### src/hdl/sml_pkg.sv
// Purpose: shared constants for the serial modem-control line block
// Assumes: apb with 32-bit data, word-aligned registers
// Notes:   offsets and field positions used by the design; the bench and checks use literals
package sml_pkg;

    typedef enum logic [1:0]
    {
        SML_OFFLINE,
        SML_DATA_ONLY,
        SML_MODEM_CTRL,
        SML_MODE_RSVD
    } sml_mode_t;

    localparam logic [7:0] SML_OFS_MODE    = 8'h00;
    localparam logic [7:0] SML_OFS_CTRL    = 8'h04;
    localparam logic [7:0] SML_OFS_STATUS  = 8'h08;
    localparam logic [7:0] SML_OFS_RXPORT  = 8'h0c;
    localparam logic [7:0] SML_OFS_TXLATCH = 8'h10;
    localparam logic [7:0] SML_OFS_PINS    = 8'h14;

    localparam int SML_BIT_DSR    = 7;
    localparam int SML_BIT_RTS    = 5;
    localparam int SML_BIT_RLSD   = 7;
    localparam int SML_BIT_DTR    = 3;
    localparam int SML_BIT_SOUT   = 0;
    localparam int SML_BIT_SIN    = 1;
    localparam int SML_BIT_RTSOPT = 2;
    localparam int SML_BIT_TXD    = 0;

    localparam logic [1:0] SML_RST_MODE    = 2'h0;
    localparam logic [7:0] SML_RST_CTRL    = 8'h00;
    localparam logic [7:0] SML_RST_TXLATCH = 8'h00;
    localparam logic       SML_RST_SOUT    = 1'h0;
    localparam logic       SML_RST_RTSOPT  = 1'h1;

endpackage : sml_pkg

### src/hdl/sml_modem_lines.sv
// Purpose: modem-control line conditioning with apb register access
// Assumes: line inputs synchronous to clk_sys, asserted = 1 internally
// Notes:   apb slave with one wait state, pslverr on unmapped addresses
// Notes on behaviour
// - off-line: transmit data held at mark regardless of pending data
// - data-only: cts, dsr, rlsd forced asserted internally
// - modem control: all lines follow data stream and control bits
// - off-line: rts and dtr deasserted, rxd cts dsr rlsd ignored
// - modem control rts on (code drives rts from control bit 5 instead); data-only rts by option, dtr on
// - sensed dsr appears in status bit 7
// - control bit 5 drives rts
// - sensed carrier detect appears in receiver port bit 7
// - transmitter latch bit 3 drives dtr
// - cts routed to processor serial-in pin
// - processor serial-out pin lights the set-ready lamp
// - without modem control, send and receive always enabled on-line
// - modem control: no transmit until handshake from the modem is seen
`timescale 1ns/100ps
module sml_modem_lines
(
    // clock and reset
    input  wire logic        clk_sys,
    input  wire logic        nrst,
    input  wire logic        clkEn,
    // apb slave
    input  wire logic        psel,
    input  wire logic        penable,
    input  wire logic        pwrite,
    input  wire logic [7:0]  paddr,
    input  wire logic [31:0] pwdata,
    output logic             pready,
    output logic [31:0]      prdata,
    output logic             pslverr,
    // serial data from/to character logic
    input  wire logic        txdSerial,
    output logic             rxdSerial,
    output logic             txEnable,
    output logic             rxEnable,
    // connector lines, 1 = asserted / space
    output logic             txdLine,
    input  wire logic        rxdLine,
    output logic             rtsLine,
    input  wire logic        ctsLine,
    input  wire logic        dsrLine,
    input  wire logic        rlsdLine,
    output logic             dtrLine,
    // processor pins and lamp
    output logic             processor_serial_in_pin,
    output logic             set_ready_lamp
);

    sml_pkg::sml_mode_t modeQ;
    logic [7:0]         ctrlQ;
    logic [7:0]         txLatchQ;
    logic               serialOutQ;
    logic               rtsOptQ;

    logic               ctsEff;
    logic               dsrEff;
    logic               rlsdEff;
    logic               rtsNext;
    logic               dtrNext;
    logic               handshakeOk;
    logic               onLine;
    logic               txPass;

    logic               wrEn;
    logic               rdEn;
    logic               mapped;
    logic [31:0]        rdData;

    // unmapped offsets answer with pslverr and read as zero
    function automatic logic isMapped(input logic [7:0] a);
        isMapped = (a == sml_pkg::SML_OFS_MODE)   || (a == sml_pkg::SML_OFS_CTRL) ||
                   (a == sml_pkg::SML_OFS_STATUS) || (a == sml_pkg::SML_OFS_RXPORT) ||
                   (a == sml_pkg::SML_OFS_TXLATCH) || (a == sml_pkg::SML_OFS_PINS);
    endfunction : isMapped

    // one write strobe per writable register, all cut from the shared enable
    function automatic logic wrHit(input logic en, input logic [7:0] a, input logic [7:0] ofs);
        wrHit = en && (a == ofs);
    endfunction : wrHit

    assign mapped = isMapped(paddr);
    // writes land on the completing access edge only, so each lands once
    assign wrEn   = clkEn && psel && penable && pready && pwrite && mapped;
    assign rdEn   = clkEn && psel && penable && !pwrite;
    assign onLine = (modeQ == sml_pkg::SML_DATA_ONLY) || (modeQ == sml_pkg::SML_MODEM_CTRL);

    // effective inputs per mode
    always_comb
    begin
        ctsEff  = 1'b0;
        dsrEff  = 1'b0;
        rlsdEff = 1'b0;
        unique case (modeQ)
            sml_pkg::SML_DATA_ONLY:
            begin
                ctsEff  = 1'b1;
                dsrEff  = 1'b1;
                rlsdEff = 1'b1;
            end
            sml_pkg::SML_MODEM_CTRL:
            begin
                ctsEff  = ctsLine;
                dsrEff  = dsrLine;
                rlsdEff = rlsdLine;
            end
            default:
            begin
                ctsEff  = 1'b0;
                dsrEff  = 1'b0;
                rlsdEff = 1'b0;
            end
        endcase
    end

    // control outputs per mode
    always_comb
    begin
        rtsNext = 1'b0;
        dtrNext = 1'b0;
        unique case (modeQ)
            sml_pkg::SML_DATA_ONLY:
            begin
                rtsNext = rtsOptQ;
                dtrNext = 1'b1;
            end
            sml_pkg::SML_MODEM_CTRL:
            begin
                // software keeps bit 5 set while in this mode
                rtsNext = ctrlQ[sml_pkg::SML_BIT_RTS];
                dtrNext = txLatchQ[sml_pkg::SML_BIT_DTR];
            end
            default:
            begin
                rtsNext = 1'b0;
                dtrNext = 1'b0;
            end
        endcase
    end

    // transmit gated on seen handshake in modem mode
    assign handshakeOk = ctsEff && dsrEff && dtrNext && rtsNext;
    // data-only has no handshake to wait for, whatever the rts option
    assign txPass = (modeQ == sml_pkg::SML_DATA_ONLY) || (onLine && handshakeOk);

    always_ff @(posedge clk_sys or negedge nrst)
    begin
        if (!nrst)
        begin
            modeQ   <= sml_pkg::sml_mode_t'(sml_pkg::SML_RST_MODE);
            rtsOptQ <= sml_pkg::SML_RST_RTSOPT;
        end
        else if (wrHit(wrEn, paddr, sml_pkg::SML_OFS_MODE))
        begin
            // reserved code folds to off-line, the safe state
            if (pwdata[1:0] == 2'h3)
            begin
                modeQ <= sml_pkg::SML_OFFLINE;
            end
            else
            begin
                modeQ <= sml_pkg::sml_mode_t'(pwdata[1:0]);
            end
            rtsOptQ <= pwdata[sml_pkg::SML_BIT_RTSOPT];
        end
    end

    always_ff @(posedge clk_sys or negedge nrst)
    begin
        if (!nrst)
        begin
            ctrlQ <= sml_pkg::SML_RST_CTRL;
        end
        else if (wrHit(wrEn, paddr, sml_pkg::SML_OFS_CTRL))
        begin
            ctrlQ <= pwdata[7:0];
        end
    end

    always_ff @(posedge clk_sys or negedge nrst)
    begin
        if (!nrst)
        begin
            txLatchQ <= sml_pkg::SML_RST_TXLATCH;
        end
        else if (wrHit(wrEn, paddr, sml_pkg::SML_OFS_TXLATCH))
        begin
            txLatchQ <= pwdata[7:0];
        end
    end

    always_ff @(posedge clk_sys or negedge nrst)
    begin
        if (!nrst)
        begin
            serialOutQ <= sml_pkg::SML_RST_SOUT;
        end
        else if (wrHit(wrEn, paddr, sml_pkg::SML_OFS_PINS))
        begin
            serialOutQ <= pwdata[sml_pkg::SML_BIT_SOUT];
        end
    end

    // line outputs, registered; mode change seen one edge later
    always_ff @(posedge clk_sys or negedge nrst)
    begin
        if (!nrst)
        begin
            // every line starts as off-line would drive it
            txdLine   <= 1'b0;
            rxdSerial <= 1'b0;
            rtsLine   <= 1'b0;
            dtrLine   <= 1'b0;
            txEnable  <= 1'b0;
            rxEnable  <= 1'b0;
        end
        else if (clkEn)
        begin
            // mark = 0 in this polarity, also while handshake is missing
            txdLine   <= txPass ? txdSerial : 1'b0;
            rxdSerial <= onLine ? rxdLine : 1'b0;
            rtsLine   <= rtsNext;
            dtrLine   <= dtrNext;
            if (modeQ == sml_pkg::SML_DATA_ONLY)
            begin
                txEnable <= 1'b1;
                rxEnable <= 1'b1;
            end
            else
            begin
                txEnable <= onLine && handshakeOk;
                rxEnable <= onLine && rlsdEff && dsrEff;
            end
        end
    end

    always_ff @(posedge clk_sys or negedge nrst)
    begin
        if (!nrst)
        begin
            processor_serial_in_pin <= 1'b0;
            set_ready_lamp          <= 1'b0;
        end
        else if (clkEn)
        begin
            // registered like the lines, so both pins lag one edge
            processor_serial_in_pin <= ctsEff;
            set_ready_lamp          <= serialOutQ;
        end
    end

    always_comb
    begin
        rdData = 32'h0000_0000;
        unique case (paddr)
            sml_pkg::SML_OFS_MODE:
            begin
                rdData[1:0] = modeQ;
                rdData[sml_pkg::SML_BIT_RTSOPT] = rtsOptQ;
            end
            sml_pkg::SML_OFS_CTRL:    rdData[7:0] = ctrlQ;
            sml_pkg::SML_OFS_STATUS:  rdData[sml_pkg::SML_BIT_DSR]  = dsrEff;
            sml_pkg::SML_OFS_RXPORT:  rdData[sml_pkg::SML_BIT_RLSD] = rlsdEff;
            sml_pkg::SML_OFS_TXLATCH: rdData[7:0] = txLatchQ;
            sml_pkg::SML_OFS_PINS:
            begin
                rdData[sml_pkg::SML_BIT_SOUT] = serialOutQ;
                rdData[sml_pkg::SML_BIT_SIN]  = ctsEff;
            end
            default:                  rdData = 32'h0000_0000;
        endcase
    end

    // one wait state: pready registered, answer at second access edge
    always_ff @(posedge clk_sys or negedge nrst)
    begin
        if (!nrst)
        begin
            pready  <= 1'b0;
            prdata  <= 32'h0000_0000;
            pslverr <= 1'b0;
        end
        else if (clkEn)
        begin
            if (psel && penable && !pready)
            begin
                pready  <= 1'b1;
                pslverr <= !mapped;
                // captured here, so it stands for the whole answer cycle
                prdata  <= rdEn ? rdData : 32'h0000_0000;
            end
            else
            begin
                pready  <= 1'b0;
                pslverr <= 1'b0;
            end
        end
    end

endmodule : sml_modem_lines

### config.mk
export PLATFORM = sky130hd
export DESIGN_NAME = sml_modem_lines
export DESIGN_NICKNAME = d
export VERILOG_FILES = /design/src/hdl/sml_pkg.sv /design/src/hdl/sml_modem_lines.sv
export SDC_FILE = /design/constraint.sdc
export NUM_CORES = 1
export LEC_CHECK = 0
export BUFFER_PORTS_ARGS = -buffer_cell sky130_fd_sc_hd__buf_2
export CAP_MARGIN = 20
export CORE_ASPECT_RATIO = 0.6
export CORE_MARGIN = 5
export CORE_UTILIZATION = 25
export CTS_CLUSTER_DIAMETER = 50
export DETAILED_ROUTE_END_ITERATION = 7
export HOLD_SLACK_MARGIN = 0.08
export PLACE_DENSITY_LB_ADDON = 0.2
export SLEW_MARGIN = 20
export SYNTH_ARGS = -nofsm -noshare
export SYNTH_HDL_FRONTEND = slang
export SYNTH_SLANG_ARGS = --single-unit
### constraint.sdc
create_clock -name clk_sys -period 2.3 [get_ports clk_sys]
set_input_delay 0.46 -clock clk_sys [delete_from_list [all_inputs] [get_ports clk_sys]]
set_output_delay 0.46 -clock clk_sys [all_outputs]
set_load 0.005 [all_outputs]
==> summary.md <==
| Metric | Value |
|---|---|
| Initial DRC count | `between 70 and 80` |
| Largest cells by area after synthesis | `dfrtp_1 (47%), buf_4 (9.1%), mux2_1 (9.1%)` |
| Initial Util | `25.4%` |
| DP HPWL | `between 3000 and 4000 microns` |
| Routed WL per cell | `roughly 14 microns` |
| Antenna violations before repair | `0` |
| Total track usage | `9.41%` |
| Setup Buffers After CTS | `0` |
| Global-route wire length before repair | `roughly 7200 microns` |
| DRC | `0` |
| Syn Std Cell Area | `1990 sq um` |
| Max-Cap Viols | `0` |
| Register area share after synthesis | `a little under half` |
| Most used cells in the layout excluding fill and tap cells | `buf_2 (44), dfrtp_1 (37), conb_1 (24)` |
| YS warnings | `0` |
| Worst-Skew Late Latency | `0.28 ns` |
| Count of final max-slew check failures | `0` |
| Placed Area | `roughly 2300 sq um` |
| Worst Hold Class | `input port to asynchronous set/reset pin` |
| Final worst-path cycle share | `76.6%` |
| Vert. Die Dim | `79.1 microns` |
| Hold_buf cts | `0` |
| Crit path DAT | `1.92 ns` |
| Die area | `9890 sq um` |
| Gate Count Post-Synth | `169` |
| Yosys cell types | `38` |
| Power per cell area | `611 nW/um^2` |
| First-pass detailed-route iteration total | `4` |
| Final Hold Viols | `0` |
| RSZ-0062 raised after global routing | `no` |
| Diode count | `0` |
| Core Box Area | `7820 sq um` |
| Detailed-route via count | `1328` |
| # fillers | `832` |
| Worst setup path class | `register to register` |
| #FFs+latches synth | `38` |
| Yosys top cell by area | `dfrtp_1` |
| Routed wire length | `4610 microns` |
| Clk sinks | `38` |
| Final Skew | `roughly 0.0066 ns` |
| Setup_tns | `0 ns` |
| Outcome | `finished clean` |
| H-tree Lvls | `2` |
| # port buffers | `44` |
| Crit path required time | `roughly 2.5 ns` |
| Worst-path clk slew | `0.05 ns` |
| I/O pin count | `93` |
| Final setup viols | `0` |
| Yosys top cell area share | `a little under half` |
| CTS tree | `yes` |
| Max VDD drop | `0.235 mV` |
| CP Capture Type | `register` |
| Reg area | `952 sq um` |
| Most common cell after layout, fill and taps aside | `buf_2` |
| Site row count | `25` |
| Worst Path Max Fanout | `5` |
| Crit path launch type | `register` |
| Slew @ Worst Pin | `0.863 ns` |
| FMAX | `568 MHz` |
| Post-cts sizing count | `0` |
| Vias in the first global route | `1343` |
| Number of vias per cell | `4.06` |
| Multi-input gate area | `between 800 and 900 sq um` |
| Total CTS buffers | `5` |
| Lkg Pwr | `roughly 1.2 nW` |
| Fin area | `~2400 sq um` |
| Max clock buf depth | `2` |
| Avg Inst Size Synth | `11.8 sq um` |
| GRT Residual Overflow | `0` |
| Clk root buf | `clkbuf_16` |
| Final ANT Viol Nets | `0` |
| Fin nets | `271` |
| Max_slew headroom | `42.4%` |
| Die width | `125 microns` |
| Ratio of cells with drive above 1 in the final layout | `32.9%` |
| Gpl congestion | `0.681` |
| Area growth, synth to finish | `21.3%` |
| Final min period | `1.76 ns` |
| Largest net degree at the start of global routing | `39` |
==> cells by family after synthesis <==
logic type / Yosys count / synth area share [%]
buffers and inverters: 40 / 12.1
flip-flops: 38 / 47.9
AND/OR/NAND/NOR: 32 / 12.1
AO/OA/AOI/OAI: 31 / 11.3
multiplexers: 25 / 15.1
adder cells (fa/ha/maj): 2 / 1.26
other: 1 / 0.189
==> state kept, by name (all words and copies together) (netlist names) <==
register                 flops
pready                       1
ctrlQ                        8
pslverr                      1
txLatchQ                     8
rtsOptQ                      1
txdLine                      1
modeQ                        2
rxEnable                     1
processor_serial_in_pin      1
dtrLine                      1
set_ready_lamp               1
rxdSerial                    1
rtsLine                      1
prdata                       8
txEnable                     1
serialOutQ                   1
==> power breakdown <==
part / internal [mW] / leakage, nW / switching, mW
combinational: 0.0388 / 0.633 / 0.0684
clock: 0.429 / 0.0739 / 0.256
sequential: 0.676 / 0.512 / 0.00426
==> path summary, 6_finish.rpt <==
check	startpoint	endpoint	slack (ns)	cells past startpoint
min	nrst	ctrlQ[7]	0.30	1
max reg2reg	modeQ[0]	prdata[1]	0.54	6
max	modeQ[0]	prdata[1]	0.54	6
min reg2reg	prdata[0]	prdata[0]	0.48	2
min in group clk_sys	pwdata[4]	ctrlQ[4]	0.40	2
max in group asynchronous	nrst	prdata[7]	1.46	1
==> stage by stage <==
| step | std cells | hold slack (ns) | utilization (%) | worst slack [ns] | total power, mW |
|---|---|---|---|---|---|
| after floorplan | 192 | 0.164 | - | 0.451 | 0.766 |
| after detailed placement | 319 | 0.469 | 28.9 | 0.349 | 0.800 |
| final | 327 | 0.296 | 30.8 | 0.538 | 1.47 |
| after CTS | 327 | 0.332 | 30.8 | 0.517 | 1.49 |
| after global placement | 319 | 0.474 | 28.9 | 0.349 | 0.800 |
| after global routing | 327 | 0.375 | 30.8 | 0.375 | 1.54 |
==> cell usage after synthesis <==
cell and count:
a41oi_1 1, mux4_2 2, a21oi_1 7, a22o_1 10, dfstp_2 1, or4_4 1, buf_4 24, and3b_1 1
nand3_4 2, nor2b_1 2, nand4b_1 1, nor3_4 1, nand2b_1 4, o41ai_2 1, clkbuf_2 1, o31a_1 1
nand2_1 5, inv_1 10, o22ai_1 5, nor2_1 7, mux2_1 16, nand3_2 1, or3_4 1, a2111oi_0 1
dfrtp_1 37, nor4b_1 1, nand4_1 1, nor4_4 1, ha_1 2, clkbuf_1 5, o21ai_0 4, nand3_1 1
conb_1 1, mux2i_1 3, nand3b_1 1, or4_2 1, a22oi_1 1, mux2_2 4
==> cell type report <==
type                            count  share of cell area, %
Clock buffer                        7                   5.92
Clock inverter                      1                  0.208
Inverter                           10                   1.56
Multi-Input combinational cell    114                   36.5
Sequential cell                    38                   39.5
Tap cell                          108                   5.60
Timing Repair Buffer               49                   10.7
==> layer usage <==
layer / wire [microns] / GRT usage [%]
met1: 2600 / 14.4
met2: 1630 / 11.6
met3: 356 / 4.10
met4: 27 / 2.60
met5: 0 / 0
==> critical path: stages, from the launching register on <==
cell     delay (ns)
dfrtp_1        0.37
inv_1          0.07
ha_1           0.25
a21oi_1        0.18
nor2_1         0.07
mux4_2         0.49
a22o_1         0.21
Power figures use the tool's default switching activity.
